File: src/loop_ctrl_pkg.sv
// constants, register map and carrier structs for the system loop controller
package loop_ctrl_pkg;
    // ****************************************
    // register byte offsets
    // ****************************************
    localparam logic [7:0] OFS_CONTROL = 8'h00;
    localparam logic [7:0] OFS_MULT = 8'h04;
    localparam logic [7:0] OFS_DIV1 = 8'h08;
    localparam logic [7:0] OFS_DIV2 = 8'h0C;
    localparam logic [7:0] OFS_DIV3 = 8'h10;
    localparam logic [7:0] OFS_COMMAND = 8'h14;
    localparam logic [7:0] OFS_STATUS = 8'h18;
    localparam logic [7:0] OFS_OSC_DIV = 8'h1C;
    localparam logic [7:0] OFS_BP_DIV = 8'h20;
    // ****************************************
    // field positions
    // ****************************************
    localparam int CTL_SELECT_BIT = 0;
    localparam int CTL_SOURCE_BIT = 1;
    localparam int CTL_RESET_N_BIT = 3;
    localparam int CTL_DISABLE_BIT = 4;
    localparam int CTL_PWRDN_BIT = 5;
    localparam int CTL_REFKIND_BIT = 8;
    localparam int DIV_EN_BIT = 15;
    localparam int CMD_GO_BIT = 0;
    localparam int STAT_GO_BIT = 0;
    localparam int STAT_MODE_BIT = 1;
    localparam int STAT_STRAP_BIT = 2;
    localparam int RATIO_W = 5;
    localparam int MULT_W = 5;
    // ****************************************
    // values after reset
    // ****************************************
    localparam logic [RATIO_W-1:0] DIV1_RST = 5'h00;
    localparam logic [RATIO_W-1:0] DIV2_RST = 5'h02;
    localparam logic [RATIO_W-1:0] DIV3_RST = 5'h05;
    localparam logic [RATIO_W-1:0] OSC_DIV_RST = 5'h00;
    localparam logic [RATIO_W-1:0] BP_DIV_RST = 5'h00;
    localparam logic [MULT_W-1:0] MULT_RST = 5'h00;
    // ****************************************
    // timing, in reference input cycles
    // ****************************************
    localparam int BYPASS_SWITCH_MAX = 4;
    localparam logic [1:0] BYPASS_SWITCH_CYC = 2'(BYPASS_SWITCH_MAX - 2);
    // edges after reset release before the strap sync chain holds the pin level
    localparam logic [1:0] STRAP_SETTLE_CYC = 2'h3;
    // ****************************************
    // carriers
    // ****************************************
    typedef struct packed {
        logic [7:0] addr;
        logic [31:0] wdata;
        logic wr;
        logic rd;
    } bus_req_s;
    typedef struct packed {
        logic power_down;
        logic reset_n;
        logic output_disable;
        logic [MULT_W-1:0] mult;
    } loop_pins_s;
    typedef enum logic [0:0] {GO_IDLE, GO_ALIGN} go_state_e;
    typedef enum logic [1:0] {BOOT_CHECK, BOOT_LOCK, BOOT_DONE} boot_state_e;
endpackage

File: src/system_loop_controller.sv
// system loop controller: bypass/loop selection, loop pin control and domain clock dividers
//
// Our own choices: the placing of the registers and the address-and-strobe port.
`timescale 1ns/1ps
module system_loop_controller (
    // clock and reset
    input wire logic sys_clk,
    input wire logic rst_n,
    // register port
    input wire loop_ctrl_pkg::bus_req_s bus_req,
    output logic [31:0] rdata,
    // analog loop interface
    output loop_ctrl_pkg::loop_pins_s loop_pins,
    input wire logic loop_tick,
    input wire logic loop_locked,
    output logic reference_kind_select,
    // strap
    input wire logic quick_boot_strap,
    // clock outputs, one tick per divided period
    output logic [2:0] domain_clock,
    output logic auxiliary_reference_clock,
    output logic observe_clock,
    output logic bypass_domain_clock
);
    // ****************************************
    // state
    // ****************************************
    typedef struct packed {
        logic [2:0] strap_sync;
        logic [1:0] lock_sync;
        logic strap_seen;
        logic select;
        logic source;
        logic reset_n;
        logic out_disable;
        logic power_down;
        logic ref_kind;
        logic [loop_ctrl_pkg::MULT_W-1:0] mult;
        logic [2:0] div_en;
        logic [2:0][loop_ctrl_pkg::RATIO_W-1:0] ratio;
        logic [2:0][loop_ctrl_pkg::RATIO_W-1:0] act;
        logic [2:0][loop_ctrl_pkg::RATIO_W-1:0] cnt;
        logic [1:0] osc_en_bp_en;
        logic [1:0][loop_ctrl_pkg::RATIO_W-1:0] aux_ratio;
        logic [1:0][loop_ctrl_pkg::RATIO_W-1:0] aux_cnt;
        logic mode;
        logic [1:0] sw_cnt;
        logic go_status;
        loop_ctrl_pkg::go_state_e go_state;
        loop_ctrl_pkg::boot_state_e boot_state;
        logic [1:0] boot_wait;
        logic [2:0] dclk;
        logic [1:0] aclk;
        logic [31:0] rdata;
    } state_s;

    state_s st_r;
    state_s st_nxt;
    logic path_eff;
    logic src_tick;
    logic aligned;

    // wrapping divide counter step
    function automatic logic [loop_ctrl_pkg::RATIO_W-1:0] step(
        input logic [loop_ctrl_pkg::RATIO_W-1:0] c,
        input logic [loop_ctrl_pkg::RATIO_W-1:0] r);
        step = (c >= r) ? '0 : c + 5'h01;
    endfunction

    assign path_eff = st_r.select & ~st_r.source;
    // loop edges pass only in loop mode, gated by disable, power-down and loop reset
    assign src_tick = st_r.mode ? (loop_tick & ~st_r.out_disable & ~st_r.power_down & st_r.reset_n) : 1'b1;
    assign aligned = (st_r.cnt[0] == '0) && (st_r.cnt[1] == '0) && (st_r.cnt[2] == '0);

    // ****************************************
    // next state
    // ****************************************
    always_comb begin
        st_nxt = st_r;
        // strap and lock come from outside: three flops for strap, two for lock before use
        st_nxt.strap_sync = {st_r.strap_sync[1:0], quick_boot_strap};
        st_nxt.lock_sync = {st_r.lock_sync[0], loop_locked};
        st_nxt.dclk = '0;
        st_nxt.aclk = '0;
        st_nxt.rdata = '0;

        // mode follows the effective select after a short settle
        if (st_r.mode != path_eff) begin
            st_nxt.sw_cnt = st_r.sw_cnt + 2'h1;
            if (st_r.sw_cnt >= loop_ctrl_pkg::BYPASS_SWITCH_CYC) begin
                st_nxt.mode = path_eff;
                st_nxt.sw_cnt = '0;
            end
        end else begin
            st_nxt.sw_cnt = '0;
        end

        // domain dividers, paused on cycles without a source tick
        for (int i = 0; i < 3; i++) begin
            if (src_tick) begin
                st_nxt.cnt[i] = step(st_r.cnt[i], st_r.act[i]);
                // a cleared enable holds the domain output low
                st_nxt.dclk[i] = (st_r.cnt[i] == '0) & st_r.div_en[i];
            end
        end

        // observe and bypass domain dividers run on the reference
        for (int j = 0; j < 2; j++) begin
            st_nxt.aux_cnt[j] = step(st_r.aux_cnt[j], st_r.aux_ratio[j]);
            st_nxt.aclk[j] = (st_r.aux_cnt[j] == '0) & st_r.osc_en_bp_en[j];
        end

        // at the aligned point the new ratios load; that tick is dropped
        case (st_r.go_state)
            loop_ctrl_pkg::GO_IDLE: begin
            end
            loop_ctrl_pkg::GO_ALIGN: begin
                if (src_tick && aligned) begin
                    st_nxt.act = st_r.ratio;
                    st_nxt.cnt = '0;
                    st_nxt.dclk = '0;
                    // status clears once ratios are applied
                    st_nxt.go_status = 1'b0;
                    st_nxt.go_state = loop_ctrl_pkg::GO_IDLE;
                end
            end
            default: st_nxt.go_state = loop_ctrl_pkg::GO_IDLE;
        endcase

        // register writes
        if (bus_req.wr) begin
            case (bus_req.addr)
                loop_ctrl_pkg::OFS_CONTROL: begin
                    st_nxt.select = bus_req.wdata[loop_ctrl_pkg::CTL_SELECT_BIT];
                    st_nxt.source = bus_req.wdata[loop_ctrl_pkg::CTL_SOURCE_BIT];
                    st_nxt.reset_n = bus_req.wdata[loop_ctrl_pkg::CTL_RESET_N_BIT];
                    st_nxt.out_disable = bus_req.wdata[loop_ctrl_pkg::CTL_DISABLE_BIT];
                    st_nxt.power_down = bus_req.wdata[loop_ctrl_pkg::CTL_PWRDN_BIT];
                    st_nxt.ref_kind = bus_req.wdata[loop_ctrl_pkg::CTL_REFKIND_BIT];
                end
                loop_ctrl_pkg::OFS_MULT: begin
                    // factor only accepted with loop in reset and in bypass
                    if (!st_r.reset_n && !st_r.mode) begin
                        st_nxt.mult = bus_req.wdata[loop_ctrl_pkg::MULT_W-1:0];
                    end
                end
                loop_ctrl_pkg::OFS_DIV1, loop_ctrl_pkg::OFS_DIV2, loop_ctrl_pkg::OFS_DIV3: begin
                    for (int k = 0; k < 3; k++) begin
                        if (bus_req.addr == 8'(loop_ctrl_pkg::OFS_DIV1 + 8'(4 * k))) begin
                            st_nxt.ratio[k] = bus_req.wdata[loop_ctrl_pkg::RATIO_W-1:0];
                            st_nxt.div_en[k] = bus_req.wdata[loop_ctrl_pkg::DIV_EN_BIT];
                        end
                    end
                end
                loop_ctrl_pkg::OFS_COMMAND: begin
                    // go set starts a transition; a second go while busy is ignored
                    if (bus_req.wdata[loop_ctrl_pkg::CMD_GO_BIT] && st_r.go_state == loop_ctrl_pkg::GO_IDLE) begin
                        st_nxt.go_status = 1'b1;
                        st_nxt.go_state = loop_ctrl_pkg::GO_ALIGN;
                    end
                end
                loop_ctrl_pkg::OFS_OSC_DIV: begin
                    st_nxt.aux_ratio[0] = bus_req.wdata[loop_ctrl_pkg::RATIO_W-1:0];
                    st_nxt.osc_en_bp_en[0] = bus_req.wdata[loop_ctrl_pkg::DIV_EN_BIT];
                end
                loop_ctrl_pkg::OFS_BP_DIV: begin
                    st_nxt.aux_ratio[1] = bus_req.wdata[loop_ctrl_pkg::RATIO_W-1:0];
                    st_nxt.osc_en_bp_en[1] = bus_req.wdata[loop_ctrl_pkg::DIV_EN_BIT];
                end
                default: begin
                end
            endcase
        end

        // register reads, answered the next cycle; unmapped reads give zero
        if (bus_req.rd) begin
            case (bus_req.addr)
                loop_ctrl_pkg::OFS_CONTROL: begin
                    st_nxt.rdata[loop_ctrl_pkg::CTL_SELECT_BIT] = st_r.select;
                    st_nxt.rdata[loop_ctrl_pkg::CTL_SOURCE_BIT] = st_r.source;
                    st_nxt.rdata[loop_ctrl_pkg::CTL_RESET_N_BIT] = st_r.reset_n;
                    st_nxt.rdata[loop_ctrl_pkg::CTL_DISABLE_BIT] = st_r.out_disable;
                    st_nxt.rdata[loop_ctrl_pkg::CTL_PWRDN_BIT] = st_r.power_down;
                    st_nxt.rdata[loop_ctrl_pkg::CTL_REFKIND_BIT] = st_r.ref_kind;
                end
                loop_ctrl_pkg::OFS_MULT: st_nxt.rdata[loop_ctrl_pkg::MULT_W-1:0] = st_r.mult;
                loop_ctrl_pkg::OFS_DIV1, loop_ctrl_pkg::OFS_DIV2, loop_ctrl_pkg::OFS_DIV3: begin
                    for (int k = 0; k < 3; k++) begin
                        if (bus_req.addr == 8'(loop_ctrl_pkg::OFS_DIV1 + 8'(4 * k))) begin
                            st_nxt.rdata[loop_ctrl_pkg::RATIO_W-1:0] = st_r.ratio[k];
                            st_nxt.rdata[loop_ctrl_pkg::DIV_EN_BIT] = st_r.div_en[k];
                        end
                    end
                end
                // status shows transition in progress, the live mode and the strap seen at boot
                loop_ctrl_pkg::OFS_STATUS: begin
                    st_nxt.rdata[loop_ctrl_pkg::STAT_GO_BIT] = st_r.go_status;
                    st_nxt.rdata[loop_ctrl_pkg::STAT_MODE_BIT] = st_r.mode;
                    st_nxt.rdata[loop_ctrl_pkg::STAT_STRAP_BIT] = st_r.strap_seen;
                end
                loop_ctrl_pkg::OFS_OSC_DIV: begin
                    st_nxt.rdata[loop_ctrl_pkg::RATIO_W-1:0] = st_r.aux_ratio[0];
                    st_nxt.rdata[loop_ctrl_pkg::DIV_EN_BIT] = st_r.osc_en_bp_en[0];
                end
                loop_ctrl_pkg::OFS_BP_DIV: begin
                    st_nxt.rdata[loop_ctrl_pkg::RATIO_W-1:0] = st_r.aux_ratio[1];
                    st_nxt.rdata[loop_ctrl_pkg::DIV_EN_BIT] = st_r.osc_en_bp_en[1];
                end
                default: st_nxt.rdata = '0;
            endcase
        end

        // quick boot: strap caught after release, loop brought up and selected
        case (st_r.boot_state)
            loop_ctrl_pkg::BOOT_CHECK: begin
                // the sync chain restarts from zero at reset, so wait until it has filled
                st_nxt.boot_wait = st_r.boot_wait + 2'h1;
                if (st_r.boot_wait == loop_ctrl_pkg::STRAP_SETTLE_CYC) begin
                    st_nxt.strap_seen = st_r.strap_sync[2];
                    st_nxt.power_down = st_r.strap_sync[2] ? 1'b0 : st_nxt.power_down;
                    st_nxt.out_disable = st_r.strap_sync[2] ? 1'b0 : st_nxt.out_disable;
                    st_nxt.reset_n = st_r.strap_sync[2] ? 1'b1 : st_nxt.reset_n;
                    st_nxt.boot_state = st_r.strap_sync[2] ? loop_ctrl_pkg::BOOT_LOCK : loop_ctrl_pkg::BOOT_DONE;
                end
            end
            loop_ctrl_pkg::BOOT_LOCK: begin
                if (st_r.lock_sync[1]) begin
                    st_nxt.source = 1'b0;
                    st_nxt.select = 1'b1;
                    st_nxt.boot_state = loop_ctrl_pkg::BOOT_DONE;
                end
            end
            loop_ctrl_pkg::BOOT_DONE: begin
            end
            default: st_nxt.boot_state = loop_ctrl_pkg::BOOT_DONE;
        endcase
    end

    // ****************************************
    // registers
    // ****************************************
    // power-up leaves the loop down, disabled, in reset, bypass selected
    // any device reset lands here again
    always_ff @(posedge sys_clk or negedge rst_n) begin
        if (!rst_n) begin
            st_r <= '0;
            st_r.source <= 1'b1;
            st_r.out_disable <= 1'b1;
            st_r.power_down <= 1'b1;
            st_r.mult <= loop_ctrl_pkg::MULT_RST;
            st_r.div_en <= 3'h7;
            st_r.ratio <= {loop_ctrl_pkg::DIV3_RST, loop_ctrl_pkg::DIV2_RST, loop_ctrl_pkg::DIV1_RST};
            st_r.act <= {loop_ctrl_pkg::DIV3_RST, loop_ctrl_pkg::DIV2_RST, loop_ctrl_pkg::DIV1_RST};
            st_r.osc_en_bp_en <= 2'h3;
            st_r.aux_ratio <= {loop_ctrl_pkg::BP_DIV_RST, loop_ctrl_pkg::OSC_DIV_RST};
            st_r.go_state <= loop_ctrl_pkg::GO_IDLE;
            st_r.boot_state <= loop_ctrl_pkg::BOOT_CHECK;
        end else begin
            st_r <= st_nxt;
        end
    end

    // outputs straight from flops, except the auxiliary reference tied high
    assign rdata = st_r.rdata;
    assign loop_pins = '{power_down: st_r.power_down, reset_n: st_r.reset_n,
                         output_disable: st_r.out_disable, mult: st_r.mult};
    assign reference_kind_select = st_r.ref_kind;
    assign domain_clock = st_r.dclk;
    assign observe_clock = st_r.aclk[0];
    assign bypass_domain_clock = st_r.aclk[1];
    // undivided reference, one tick every cycle, in reset too
    assign auxiliary_reference_clock = st_r.osc_en_bp_en[0] | st_r.osc_en_bp_en[1] | 1'b1;
endmodule

File: config.mk
export PLATFORM = sky130hd
export DESIGN_NAME = system_loop_controller
export DESIGN_NICKNAME = d
export VERILOG_FILES = /design/src/loop_ctrl_pkg.sv /design/src/system_loop_controller.sv
export SDC_FILE = /design/constraint.sdc
export NUM_CORES = 1
export LEC_CHECK = 0
export BUFFER_PORTS_ARGS = -buffer_cell sky130_fd_sc_hd__buf_4
export CORE_MARGIN = 4
export CORE_UTILIZATION = 60
export DETAILED_ROUTE_END_ITERATION = 10
export PLACE_DENSITY = 0.89
export SYNTH_ARGS = -nofsm -noshare
export SYNTH_HDL_FRONTEND = slang
export SYNTH_SLANG_ARGS = --single-unit
export TNS_END_PERCENT = 50
File: constraint.sdc
create_clock -name sys_clk -period 4.7 [get_ports sys_clk]
set_input_delay 0.235 -clock sys_clk [delete_from_list [all_inputs] [get_ports sys_clk]]
set_output_delay 0.235 -clock sys_clk [all_outputs]
set_load 0.02 [all_outputs]
==> qor.csv <==
metric;value;unit
Distinct cells, synth;63;
clock network fraction of design power;0.256;
Switch Pwr;0.000722;W
final setup vio count;0;
pre-CTS setup slack;2100;ps
Root Buffer;clkbuf_8;
met2 GRT Util;0.357;
drt first pass iters;4;
DP Cell Count;652;
Non-Filler Instances;671;
Worst Path Required;4950;ps
vias in the first global route;3941;
I/O pin cnt;94;
RSZ-0062 raised after global routing;no;
final hold vios;0;
yosys warns;0;
WL per Instance;18.0;µm
RePlAce Congestion;0.912;
Overflow after GRT;0;
Post-CTS Resized;0;
Mapped Area;5900;µm²
fin crit share;0.590;
first-pass GRT wire length;19900;µm
DRC violations left;0;
Slew Viols, Final;0;
maximum clock frequency;0.361;GHz
initial antenna violation count;0;
Comb power frac;0.228;
area leader, netlist;dfrtp_1;
Slew HR;0.454;
area share of the largest cell type after synthesis;0.403;
Pleak;2.91;nW
# rows;35;
TritonCTS buffer count;9;
Worst setup EP type;flop;
IO Port Bufs;44;
P&R area growth vs syn;6.68;%
final setup margin;1930;ps
CP Data Arrival Time;3020;ps
Most used DFF post-synth;dfrtp_1;
EDFF count, synth;0;
GR peak layer;met2;
Die Span X;107;µm
pwr/cell area;341;nW/µm²
Internal Pwr Total;0.00143;W
CORE AREA;9420;µm²
final WL;12000;µm
outcome;finished, final reports clean;
Die ar.;11500;µm²
Worst-path clk slew;110;ps
largest net degree at the start of global routing;66;
commonest non-fill, non-tap cell in the layout;dfrtp_1;
layout cell share with drive strength beyond 1;0.264;
Tmin final;2770;ps
Num Clock Sinks;109;
Mapped Avg Cell Area;11.5;µm²
Worst VDD drop;0.000184;V
Critical Path Fanout Max;16;
skew final;12.2;ps
n_diodes;0;
Die Height;107;µm
Final Net Count;620;
worst skew pair latency;370;ps
Overall Power;0.00215;W
Worst Hold Class;input port to flop;
critical path type;flop to flop;
most frequent cells in the layout;dfrtp_1, mux2_2, buf_4;
Startpoint Class;flop;
max cap viols;0;
# hold bufs at CTS;3;
DRT iter0 DRCs;207;
CTS H-tree lvls;3;
CTS max path bufs;2;
Global Route Usage Sum;0.219;
remaining antenna violation count;0;
GRT met1 Usage;0.300;
worst slew pin tran;819;ps
GR Util met3;0.0379;
Gate Count Post-Synth;512;
synth top area cells;dfrtp_1, mux2_2, ha_1;
Setup Fix Bufs, Post-CTS;0;
Sequential Power Share;0.516;
via density per instance;5.90;
starting density of the core;0.627;
vias;3962;
Switching Fraction;0.336;
asr flop ratio synth;1.00;
TritonCTS clock tree;built;
Seq/Total Area, Yosys;0.465;
setup TNS;0;ps
placed wire-length estimate;8880;µm
#FFs+latches synth;109;
==> synthesized netlist by cell type, types with 3 or more instances <==
library cell / instances
nor2_1: 13
xnor2_1: 6
nand3_1: 12
buf_2: 5
dfrtp_1: 95
o21ai_0: 13
buf_4: 46
mux2_2: 52
and4_1: 4
mux2i_1: 9
o21a_1: 3
dfstp_2: 14
clkbuf_1: 3
a31oi_1: 3
o2bb2ai_1: 3
a22oi_1: 6
nor4_1: 3
a311oi_1: 10
a211oi_1: 15
o2111ai_1: 7
ha_1: 36
a21o_1: 8
xor2_1: 15
nand2b_1: 8
inv_1: 40
nand2_1: 12
nand4_1: 3
nor3_1: 8
a21oi_1: 11
nor4b_1: 3
a22o_1: 4
==> sequential cells by signal, summed over array words and instances, names as in the netlist <==
signal,flops
st_r,84
loop_pins,8
rdata,8
domain_clock,3
st_nxt,3
bypass_domain_clock,1
observe_clock,1
reference_kind_select,1
==> per-stage QoR <==
stage | hold slack (ps) | util | instance area (µm²)
2_1_floorplan | -60.6 | - | 5990
3_3_place_gp | 332 | 0.646 | 6080
3_5_place_dp | 338 | 0.646 | 6080
4_1_cts | 79.5 | 0.669 | 6300
5_1_grt | 75.6 | 0.669 | 6300
6_report | 94.2 | 0.669 | 6300
==> power by group through the flow <==
stage	clock network, W	registers [W]	logic (W)
floorplan	0	0.00110	0.000370
global placement	0	0.00112	0.000450
detailed placement	0	0.00112	0.000482
CTS	0.000562	0.00111	0.000488
global route	0.000601	0.00112	0.000553
finish	0.000550	0.00111	0.000489
==> area by class of cell <==
cell class	count	area [µm²]
clock buffer	9	124
tap	129	161
multi-input combinational	329	2680
clock inverter	7	65.1
inverter	40	150
timing repair buffer	48	368
sequential	109	2750
fill	707	3120
==> cells by family (layout without fill, tap and decap cells) <==
| logic type | count (synthesis) | after routing | synth area share |
|---|---|---|---|
| flip-flops | 109 | 109 | 0.465 |
| buffers and inverters | 97 | 104 | 0.0950 |
| AND/OR/NAND/NOR | 93 | 93 | 0.101 |
| AO/OA/AOI/OAI | 92 | 92 | 0.112 |
| multiplexers | 62 | 62 | 0.118 |
| adder cells (fa/ha/maj) | 36 | 36 | 0.0763 |
| XOR/XNOR | 21 | 21 | 0.0312 |
| other | 2 | 25 | 0.00127 |
==> critical path, stage by stage, from the launching register on <==
cell and delay, ps:
dfrtp_1 460, inv_1 120, ha_1 160, nor4b_1 460, o2111ai_1 330, nor2_2 710
mux2_2 420
==> worst paths after layout <==
kind / endpoint / cells after the start / startpoint / slack (ps)
min: reference_kind_select / 2 / bus_req[10] / 90
min in group asynchronous: st_r[75] / 2 / rst_n / 500
min reg2reg: st_r[132] / 0 / st_nxt[132] / 370
max reg2reg: st_r[92] / 6 / st_r[68] / 1930
max: st_r[92] / 6 / st_r[68] / 1930
max in group asynchronous: st_r[114] / 3 / rst_n / 3130
==> routing by layer <==
layer,vias to the layer above,share of wire,wire length [µm]
li1,1821,-,-
met1,2004,0.44,5270
met2,119,0.50,5990
met3,18,0.048,573
met4,0,0.018,212
met5,-,0,0
No activity file was read; power rests on OpenSTA's default activity.
